--- config.mk ---
export PLATFORM = sky130hd
export DESIGN_NAME = rtc_date_month_alarm
export DESIGN_NICKNAME = d
export VERILOG_FILES = /design/src/rtl/bcd_field_match.v /design/src/rtl/irq_status.v /design/src/rtl/rtc_date_month_alarm.v
export VERILOG_INCLUDE_DIRS = /design/src /design/src/rtl
export SDC_FILE = /design/constraint.sdc
export NUM_CORES = 1
export LEC_CHECK = 0
export ABC_AREA = 1
export BUFFER_PORTS_ARGS = -buffer_cell sky130_fd_sc_hd__buf_2
export CORE_MARGIN = 3
export CORE_UTILIZATION = 49
export CTS_BUF_LIST = sky130_fd_sc_hd__clkbuf_8
export DETAILED_ROUTE_END_ITERATION = 12
export HOLD_SLACK_MARGIN = 0.1
export PLACE_DENSITY_LB_ADDON = 0.1
export SYNTH_ARGS = -nofsm -noshare
export SYNTH_HDL_FRONTEND = slang
export SYNTH_SLANG_ARGS = --single-unit
--- constraint.sdc ---
create_clock -name clk_i -period 2.7 [get_ports clk_i]
set_clock_uncertainty 0.2 [all_clocks]
set_input_delay 0.135 -clock clk_i [delete_from_list [all_inputs] [get_ports clk_i]]
set_output_delay 0.135 -clock clk_i [all_outputs]
set_load 0.02 [all_outputs]
--- src/rtl/rtc_alarm_defs.vh ---
`ifndef RTC_ALARM_DEFS_VH
`define RTC_ALARM_DEFS_VH

// ==========================================================
// Register byte offsets (32-bit aligned words)
`define OFS_DATE_ALARM       8'h00
`define OFS_MONTH_ALARM      8'h04
`define OFS_FLAG_CONTROL_ONE 8'h08
`define OFS_IRQ_STATUS       8'h0c
`define OFS_IRQ_MASK         8'h10
`define OFS_LIVE_STATUS      8'h14

// ==========================================================
// Alarm register fields
`define ALARM_ENABLE_BIT     7
`define DATE_VALUE_WIDTH     6
`define MONTH_VALUE_WIDTH    5

// ==========================================================
// Flag control one fields
`define FC1_CARRY_FLAG_BIT   7
`define FC1_CARRY_IE_BIT     4
`define FC1_ALARM_IE_BIT     3
`define FC1_ALARM_FLAG_BIT   0

// ==========================================================
// Interrupt status and mask fields
`define IRQ_CARRY_BIT        0
`define IRQ_ALARM_BIT        1
`define IRQ_WIDTH            2

// ==========================================================
// Live status fields
`define LIVE_MATCH_BIT       0
`define LIVE_DATE_BIT        1
`define LIVE_MONTH_BIT       2

// ==========================================================
// Reset values
`define RST_ENABLE           1'b0
`define RST_CARRY_FLAG       1'b0
`define RST_CARRY_IE         1'b0
`define RST_ALARM_IE         1'b0
`define RST_ALARM_FLAG       1'b0
`define RST_IRQ_STATUS       2'h0
`define RST_IRQ_MASK         2'h0

`endif

--- src/rtl/bcd_field_match.v ---
`timescale 1ns/1ns
`default_nettype none

// ==========================================================
// Compares one BCD alarm field against its counter
module bcd_field_match #(
  parameter WIDTH = 6
) (
  input  wire [7:0] alarm_i,
  input  wire [7:0] counter_i,
  output wire       enabled_o,
  output wire       match_o
);

  wire compare_enable;

  assign compare_enable = alarm_i[7];
  assign enabled_o      = compare_enable;
  // Enable bit kept out of the comparison
  assign match_o        = (alarm_i[WIDTH-1:0] == counter_i[WIDTH-1:0]);

endmodule // bcd_field_match

`default_nettype wire

--- src/rtl/irq_status.v ---
`timescale 1ns/1ns
`default_nettype none

// ==========================================================
// Sticky event bits, write-one-to-clear, masked onto one line
module irq_status #(
  parameter WIDTH = 2
) (
  input  wire             clk_i,
  input  wire             rst_i,
  input  wire [WIDTH-1:0] event_i,
  input  wire [WIDTH-1:0] clear_i,
  input  wire [WIDTH-1:0] mask_i,
  output wire [WIDTH-1:0] status_o,
  output wire             pending_o
);

  reg [WIDTH-1:0] status;

  genvar i;
  generate
    for (i = 0; i < WIDTH; i = i + 1) begin : g_bit
      always @(posedge clk_i) begin
        if (rst_i) begin
          status[i] <= 1'b0;
        end else if (event_i[i]) begin
          // New event beats a simultaneous clear
          status[i] <= 1'b1;
        end else if (clear_i[i]) begin
          status[i] <= 1'b0;
        end
      end
    end
  endgenerate

  assign status_o  = status;
  assign pending_o = |(status & mask_i);

endmodule // irq_status

`default_nettype wire

--- src/rtl/rtc_date_month_alarm.v ---
// The Wishbone register port and the placing of the registers were decided locally.
`timescale 1ns/1ns
`default_nettype none
`include "rtc_alarm_defs.vh"

// Functional notes
// - Date field compared when its enable set
// - Month field compared when its enable set
// - Alarm only when all enabled fields match
// - Power-on clears enables; manual reset keeps
// - Both resets clear interrupt enables and alarm flag
// - Carry flag set by carries, writes
// - Carry request equals flag and enable
// - Alarm request equals flag and enable
// - Match sets alarm flag; zero clears
// - Reserved bits read zero, written zero
module rtc_date_month_alarm (
  input  wire        clk_i,
  input  wire        rst_i,
  input  wire        manual_reset_i,
  input  wire        wb_cyc_i,
  input  wire        wb_stb_i,
  input  wire        wb_we_i,
  input  wire [7:0]  wb_adr_i,
  input  wire [3:0]  wb_sel_i,
  input  wire [31:0] wb_dat_i,
  output reg  [31:0] wb_dat_o,
  output reg         wb_ack_o,
  input  wire [7:0]  date_counter_i,
  input  wire [7:0]  month_counter_i,
  input  wire        other_fields_enabled_i,
  input  wire        other_fields_match_i,
  input  wire        seconds_carry_i,
  input  wire        sixty_four_hz_carry_i,
  input  wire        sixty_four_hz_read_i,
  output reg         carry_irq_o,
  output reg         alarm_irq_o,
  output reg         irq_o
);

  // ==========================================================
  // Register storage
  reg                            date_enable;
  reg [`DATE_VALUE_WIDTH-1:0]    date_value;
  reg                            month_enable;
  reg [`MONTH_VALUE_WIDTH-1:0]   month_value;
  reg                            carry_flag;
  reg                            carry_irq_enable;
  reg                            alarm_irq_enable;
  reg                            alarm_flag;
  reg [`IRQ_WIDTH-1:0]           irq_mask;
  reg                            match_prev;

  // ==========================================================
  // Bus decode
  wire                           bus_req;
  wire                           wr_byte0;
  wire                           wr_date;
  wire                           wr_month;
  wire                           wr_fc1;
  wire                           wr_status;
  wire                           wr_mask;
  wire [7:0]                     wdata;

  assign bus_req   = wb_cyc_i & wb_stb_i & ~wb_ack_o;
  assign wr_byte0  = bus_req & wb_we_i & wb_sel_i[0];
  assign wdata     = wb_dat_i[7:0];
  assign wr_date   = wr_byte0 & (wb_adr_i == `OFS_DATE_ALARM);
  assign wr_month  = wr_byte0 & (wb_adr_i == `OFS_MONTH_ALARM);
  assign wr_fc1    = wr_byte0 & (wb_adr_i == `OFS_FLAG_CONTROL_ONE);
  assign wr_status = wr_byte0 & (wb_adr_i == `OFS_IRQ_STATUS);
  assign wr_mask   = wr_byte0 & (wb_adr_i == `OFS_IRQ_MASK);

  // ==========================================================
  // Field comparison
  wire [7:0]                     date_alarm_word;
  wire [7:0]                     month_alarm_word;
  wire                           date_en_seen;
  wire                           date_hit;
  wire                           month_en_seen;
  wire                           month_hit;
  wire                           date_ok;
  wire                           month_ok;
  wire                           any_enabled;
  wire                           all_match;
  wire                           match_rise;

  assign date_alarm_word  = {date_enable, 1'b0, date_value};
  assign month_alarm_word = {month_enable, 2'b00, month_value};

  bcd_field_match #(
    .WIDTH     (`DATE_VALUE_WIDTH)
  ) u_date_match (
    .alarm_i   (date_alarm_word),
    .counter_i (date_counter_i),
    .enabled_o (date_en_seen),
    .match_o   (date_hit)
  );

  bcd_field_match #(
    .WIDTH     (`MONTH_VALUE_WIDTH)
  ) u_month_match (
    .alarm_i   (month_alarm_word),
    .counter_i (month_counter_i),
    .enabled_o (month_en_seen),
    .match_o   (month_hit)
  );

  assign date_ok    = ~date_en_seen | date_hit;
  assign month_ok   = ~month_en_seen | month_hit;
  // No enabled field at all would match forever; treat as no alarm
  assign any_enabled = date_en_seen | month_en_seen | other_fields_enabled_i;
  assign all_match  = any_enabled & date_ok & month_ok &
                      (~other_fields_enabled_i | other_fields_match_i);
  // Edge of the match, so a flag cleared inside the matching second stays clear
  assign match_rise = all_match & ~match_prev;

  always @(posedge clk_i) begin
    if (rst_i) begin
      match_prev <= 1'b0;
    end else begin
      match_prev <= all_match;
    end
  end

  // ==========================================================
  // Alarm registers: only the enables see power-on reset
  always @(posedge clk_i) begin
    if (rst_i) begin
      date_enable  <= `RST_ENABLE;
      month_enable <= `RST_ENABLE;
    end else begin
      if (wr_date) begin
        date_enable <= wdata[`ALARM_ENABLE_BIT];
      end
      if (wr_month) begin
        month_enable <= wdata[`ALARM_ENABLE_BIT];
      end
    end
  end

  // Value bits hold through every reset; a manual reset leaves all alone
  always @(posedge clk_i) begin
    if (wr_date && !rst_i) begin
      date_value <= wdata[`DATE_VALUE_WIDTH-1:0];
    end
    if (wr_month && !rst_i) begin
      month_value <= wdata[`MONTH_VALUE_WIDTH-1:0];
    end
  end

  // ==========================================================
  // Flag control one
  wire carry_event;

  assign carry_event = seconds_carry_i |
                       (sixty_four_hz_carry_i & sixty_four_hz_read_i);

  always @(posedge clk_i) begin
    if (rst_i) begin
      carry_flag <= `RST_CARRY_FLAG;
    end else if (carry_event) begin
      carry_flag <= 1'b1;
    end else if (wr_fc1) begin
      // Manual reset leaves the carry flag as it was
      carry_flag <= wdata[`FC1_CARRY_FLAG_BIT];
    end
  end

  always @(posedge clk_i) begin
    if (rst_i || manual_reset_i) begin
      carry_irq_enable <= `RST_CARRY_IE;
      alarm_irq_enable <= `RST_ALARM_IE;
    end else if (wr_fc1) begin
      carry_irq_enable <= wdata[`FC1_CARRY_IE_BIT];
      alarm_irq_enable <= wdata[`FC1_ALARM_IE_BIT];
    end
  end

  always @(posedge clk_i) begin
    if (rst_i || manual_reset_i) begin
      alarm_flag <= `RST_ALARM_FLAG;
    end else if (match_rise) begin
      alarm_flag <= 1'b1;
    end else if (wr_fc1 && !wdata[`FC1_ALARM_FLAG_BIT]) begin
      alarm_flag <= 1'b0;
    end
  end

  // ==========================================================
  // Interrupt status and mask
  wire [`IRQ_WIDTH-1:0] irq_events;
  wire [`IRQ_WIDTH-1:0] irq_clear;
  wire [`IRQ_WIDTH-1:0] irq_stat;
  wire                  irq_pending;

  assign irq_events[`IRQ_CARRY_BIT] = carry_event;
  assign irq_events[`IRQ_ALARM_BIT] = match_rise;
  assign irq_clear = wr_status ? wdata[`IRQ_WIDTH-1:0] : {`IRQ_WIDTH{1'b0}};

  irq_status #(
    .WIDTH     (`IRQ_WIDTH)
  ) u_irq_status (
    .clk_i     (clk_i),
    .rst_i     (rst_i),
    .event_i   (irq_events),
    .clear_i   (irq_clear),
    .mask_i    (irq_mask),
    .status_o  (irq_stat),
    .pending_o (irq_pending)
  );

  always @(posedge clk_i) begin
    if (rst_i) begin
      irq_mask <= `RST_IRQ_MASK;
    end else if (wr_mask) begin
      irq_mask <= wdata[`IRQ_WIDTH-1:0];
    end
  end

  // ==========================================================
  // Request outputs, registered; one cycle behind the flags
  always @(posedge clk_i) begin
    if (rst_i) begin
      carry_irq_o <= 1'b0;
      alarm_irq_o <= 1'b0;
      irq_o       <= 1'b0;
    end else begin
      carry_irq_o <= carry_flag & carry_irq_enable;
      alarm_irq_o <= alarm_flag & alarm_irq_enable;
      irq_o       <= irq_pending;
    end
  end

  // ==========================================================
  // Read mux
  reg [7:0] rdata;

  always @* begin
    rdata = 8'h00;
    case (wb_adr_i)
      `OFS_DATE_ALARM: begin
        rdata = {date_enable, 1'b0, date_value};
      end
      `OFS_MONTH_ALARM: begin
        rdata = {month_enable, 2'b00, month_value};
      end
      `OFS_FLAG_CONTROL_ONE: begin
        // Reserved positions 6, 5, 2, 1 forced to zero
        rdata[`FC1_CARRY_FLAG_BIT] = carry_flag;
        rdata[`FC1_CARRY_IE_BIT]   = carry_irq_enable;
        rdata[`FC1_ALARM_IE_BIT]   = alarm_irq_enable;
        rdata[`FC1_ALARM_FLAG_BIT] = alarm_flag;
      end
      `OFS_IRQ_STATUS: begin
        rdata[`IRQ_WIDTH-1:0] = irq_stat;
      end
      `OFS_IRQ_MASK: begin
        rdata[`IRQ_WIDTH-1:0] = irq_mask;
      end
      `OFS_LIVE_STATUS: begin
        rdata[`LIVE_MATCH_BIT] = all_match;
        rdata[`LIVE_DATE_BIT]  = date_en_seen & date_hit;
        rdata[`LIVE_MONTH_BIT] = month_en_seen & month_hit;
      end
      default: begin
        rdata = 8'h00;
      end
    endcase
  end

  // ==========================================================
  // Wishbone answer: one wait state, ack held a single cycle
  always @(posedge clk_i) begin
    if (rst_i) begin
      wb_ack_o <= 1'b0;
      wb_dat_o <= 32'h0000_0000;
    end else begin
      wb_ack_o <= bus_req;
      if (bus_req) begin
        wb_dat_o <= {24'h00_0000, rdata};
      end
    end
  end

endmodule // rtc_date_month_alarm

`default_nettype wire

After elaboration in Yosys (flattened, before gate mapping)
Index checks and enable logic that the tools add are counted.
W data, S select, Z words.

operators by class
  equal/unequal tests = 7
  muxes and demuxes = 15
  bitwise gates (word level) = 30
  reductions and logical operators = 12

operator list
  operator              count
  $and A1 B1 Y1         18
  $eq A8 B4 Y1 const B  2
  $eq A8 B5 Y1 const B  2
  $mux W1               9
  $eq A8 B3 Y1 const B  1
  $logic_not A8 Y1      1
  $reduce_bool A2 Y1    4
  $eq A6 B6 Y1          1
  $or A1 B1 Y1          6
  $pmux W1 S3           2
  $pmux W1 S6           1
  $pmux W2 S3           1
  $eq A5 B5 Y1          1
  $not A1 Y1            5
  $pmux W1 S5           1
  $logic_and A1 B1 Y1   3
  $and A2 B2 Y2         1
  $logic_not A1 Y1      2
  $mux W2               1
  $reduce_or A2 Y1      1
  $logic_or A1 B1 Y1    1

storage, ports and cells
  register bits after elaboration = 34
  output and inout port bits = 36
  word-level logic and storage cells = 81

Logic depth before layout (Yosys ltp)
  word-level depth = 8
  mapped depth = 11

Modules after synthesis
A second synthesis with hierarchy kept.

second synthesis, totals
  cells, all modules = 261
  area total of the unflattened synthesis = 1968.1 sq um

modules (own cells, without submodules)
  module                            instances  cells each  area each (sq um)
  rtc_date_month_alarm              1          202         1679.1
  bcd_field_match at u_date_match   1          29          121.4
  bcd_field_match at u_month_match  1          17          83.8
  irq_status                        1          13          83.8

Worst setup path after synthesis
OpenSTA, ideal clock, no wires.

  kind = register to register
  from = reg wb_ack_o
  to = reg date_value[0] (enable)
  library setup time = 0.350 ns
  arrival = 1.170 ns
  setup slack = 0.980 ns
  cell stages (with the launch flop) = 6
  buffers on the path = 0
  clock period less this slack = 1.720 ns
  cell sequence = dfxtp_1 nor2_4 nand3_2 nor2_1 inv_1 nor2_1

on the way
  word-level cells in the longest chain between the ends = 6

RTL lines
  item                         line                        text
  from (decl)                  rtc_date_month_alarm.v:28   output reg wb_ack_o,
  from (signal assigned)       rtc_date_month_alarm.v:279  wb_ack_o <= bus_req;
  $not A1 Y1                   rtc_date_month_alarm.v:65   assign bus_req = wb_cyc_i & wb_stb_i & ~wb_ack_o;
  $and A1 B1 Y1                rtc_date_month_alarm.v:65
  $and A1 B1 Y1 (2 in series)  rtc_date_month_alarm.v:66   assign wr_byte0 = bus_req & wb_we_i & wb_sel_i[0];
  $and A1 B1 Y1                rtc_date_month_alarm.v:68   assign wr_date = wr_byte0 & (wb_adr_i == `OFS_DATE_ALARM);
  $logic_and A1 B1 Y1          rtc_date_month_alarm.v:144  if (wr_date && !rst_i) begin
  to (signal assigned)         rtc_date_month_alarm.v:145  date_value <= wdata[`DATE_VALUE_WIDTH-1:0];
  to (decl)                    rtc_date_month_alarm.v:44   reg [`DATE_VALUE_WIDTH-1:0] date_value;

Every way passes these cells.
A chain may end at the register's enable or synchronous reset.

Final worst setup path
  from = in wb_adr_i[0]
  to = reg carry_flag

on the way
  word-level cells in the longest chain between the ends = 3

RTL lines
  item                          line                        text
  from (decl)                   rtc_date_month_alarm.v:24   input wire [7:0] wb_adr_i,
  $eq A8 B4 Y1                  n/a
  $and A1 B1 Y1                 rtc_date_month_alarm.v:70   assign wr_fc1 = wr_byte0 & (wb_adr_i == `OFS_FLAG_CONTROL_ONE);
  $reduce_bool A2 Y1 (no line)  n/a
  to (signal assigned)          rtc_date_month_alarm.v:161  carry_flag <= `RST_CARRY_FLAG;
  to (signal assigned)          rtc_date_month_alarm.v:166  carry_flag <= wdata[`FC1_CARRY_FLAG_BIT];
  to (decl)                     rtc_date_month_alarm.v:47   reg carry_flag;

Every way passes these cells.

==> results.py <==
metrics = {
    "sta": {
        "hold_viol_final": 0,
        "rsz0062_at_grt": "no",
        "relSlewSlack": 0.633,
        "slew_violations": 0,
        "fin_crit_ps": 2450,
        "final-setup-viol-count": 0,
        "fin_tns_setup_ps": 0,
        "fmax_mhz": 408,
        "post-route-period-util": 0.907,
        "tightest_slew_ps": 549,
    },
    "run": {
        "cap_violations": 0,
    },
    "clocking": {
        "cts_buffers": 5,
        "htree_levels": 2,
        "insertion_delay_ps": 280,
        "cts_tree": "done",
        "cts_max_path_buffers": 2,
        "cts_sinks": 33,
        "root_buffer": "clkbuf_8",
        "clkTransAtPathRegs_ps": 70,
    },
    "worst_setup_path": {
        "reg2reg_from": "wb_ack_o$_SDFF_PP0_",
        "arrival_ps": 2480,
        "worstSetupEndpointType": "register",
        "criticalPathCategory": "in -> reg",
        "startpoint_type": "input port",
        "rrSetupSlack_ps": 780,
        "timing.critical_path.from": "wb_adr_i[0]",
        "cp.required_ps": 2730,
        "path_max_fanout": 6,
    },
    "route": {
        "totalWireLength_mm": 4.10,
        "drt_pre_antenna_iters": 4,
        "drc": 0,
        "ant_nets": 0,
        "post_drt_via_cell_ratio": 4.58,
        "drtIter0Drc": 115,
        "wire_per_inst_um": 11.4,
        "num_vias": 1648,
    },
    "yosys": {
        "syn_area_per_cell_sq_um": 7.67,
        "yosysSeqAreaShare": 0.410,
        "synthCells": 245,
        "netlist_area_sq_mm": 0.00188,
        "synth_top_cell_by_area": "dfxtp_1",
        "synth_top_area_frac": 0.234,
        "synth_area_leaders": "dfxtp_1 23%, edfxtp_1 18%, nand2_1 12%, buf_4 10%, nor2_1 6.2%",
        "synth_cell_type_count": 37,
        "ys_ff_latch": 33,
        "ys_warn_count": 0,
    },
    "grt": {
        "grt_pass1_wl_mm": 6.45,
        "antenna_found_initial": 0,
        "grt_max_degree": 19,
        "grtUsageTotal": 0.192,
        "grt_overflow": 0,
        "grt_pass1_vias": 1464,
    },
    "place": {
        "place_congestion": 0.870,
        "dp.cells": 336,
        "dp_hpwl_mm": 3.17,
        "port_buffers": 48,
    },
    "cells_and_area": {
        "fin_util": 0.657,
        "layout.nets": 384,
        "fillers": 319,
        "antenna_cells": 0,
        "layout-drive-gt1-share": 0.252,
        "final_cell_mix": "58 x nand2_1, 48 x buf_2, 31 x nor2_1",
        "final_common_cell": "nand2_1",
        "area_growth_pct": 23.2,
        "stdcell_count": 360,
        "multi_input_area_sq_um": 878,
        "regArea_sq_um": 771,
    },
    "power_and_ir_drop": {
        "p_leak_nw": 1.12,
        "ir_drop_mv": 0.248,
        "powerDensity_mw_per_mm2": 437,
        "p_total_w": 0.00101,
    },
    "die": {
        "io_pins": 107,
        "row_count": 21,
        "initial_core_util": 0.534,
        "coreArea_sq_mm": 0.00352,
        "die_h_um": 67.9,
        "fp.dieW_um": 67.9,
        "die-area_sq_mm": 0.00461,
    },
    "run_status": {
        "status": "complete, no violations",
    },
    "min_path": {
        "hold_class": "in -> reg",
        "min_from": "wb_cyc_i",
    },
}
-- power by group --
| part | leakage [nW] | internal (W) | switching, W | total, W |
|---|---|---|---|---|
| sequential | 0.278 | 0.000519 | 0.00000402 | 0.000523 |
| combinational | 0.796 | 0.0000517 | 0.0000854 | 0.000137 |
| clock | 0.0491 | 0.000175 | 0.000178 | 0.000353 |
-- registers in the layout, indices dropped and copies added, names as in the netlist --
register and flops:
wb_dat_o 7, date_value 6, month_value 5, irq_mask 2, u_irq_status.status_o 2, alarm_flag 1, alarm_irq_enable 1, alarm_irq_o 1
carry_flag 1, carry_irq_enable 1, carry_irq_o 1, date_enable 1, irq_o 1, match_prev 1, month_enable 1, wb_ack_o 1
-- metrics by stage --
stage | setup slack, ps | area (sq um) | hold WS, ps
after global routing | 109 | 2310 | 143
after detailed placement | 708 | 2070 | 124
after CTS | 252 | 2310 | 104
after global placement | 717 | 2070 | 124
after floorplan | 980 | 1970 | 33.9
final | 251 | 2310 | 109
-- kinds of logic (layout without fill, tap and decap cells) --
family | count (synthesis) | in the layout | share of synthesized area
AO/OA/AOI/OAI | 30 | 30 | 0.0999
XOR/XNOR | 2 | 2 | 0.00932
buffers and inverters | 60 | 105 | 0.170
flip-flops | 33 | 33 | 0.410
other | 1 | 25 | 0.00200
AND/OR/NAND/NOR | 119 | 119 | 0.308
-- metal layers --
layer	vias to the layer above	wire [um]	track usage
met4	0	54	0.0844
met3	6	358	0.0558
met5	-	0	0
li1	863	-	-
met1	706	1690	0.237
met2	73	2000	0.309
-- Yosys cell counts (all sizes together) --
master and count:
a211oi 1, a21oi 12, a31oi 1, and3 2, buf 26, clkbuf 1, clkinv 1, conb 1
dfxtp 22, edfxtp 11, inv 32, nand2 59, nand3 12, nand3b 1, nand4 3, nor2 39
nor3 2, o211ai 2, o21ai 11, o21bai 1, o221ai 1, o22ai 1, or2 1, xnor2 1
xor2 1
-- timing repair --
item / in CTS / in global routing
setup buffers: 0 / 0
hold buffers: 16 / 0
gates resized for setup: 0 / 0
setup endpoints to repair: 0 / 0
hold endpoints to repair: 33 / 0
-- critical path, cell delays in order --
cell and delay (ps):
dlygate4sd3_1 520, buf_2 150, nor2_8 110, dlygate4sd3_1 610, nand4_4 150, inv_1 100
nand2_1 50, a31oi_1 100, dlygate4sd3_1 550
-- cell type report --
class,instances,share of cell area
Clock buffer,5,0.0297
Clock inverter,3,0.00595
Inverter,33,0.0541
Multi-Input combinational cell,176,0.379
Sequential cell,33,0.333
Tap cell,46,0.0249
Timing Repair Buffer,64,0.173
-- worst paths after layout --
path                                    to  depth (start not counted)
hold / removal    wb_dat_o[5]$_SDFFE_PP0P_                          5
hold reg to reg     alarm_irq_o$_SDFF_PP0_                          2
setup reg to reg   carry_flag$_SDFFE_PP0P_                          8
setup / recovery   carry_flag$_SDFFE_PP0P_                          9
(Power assumes the default switching activity.)
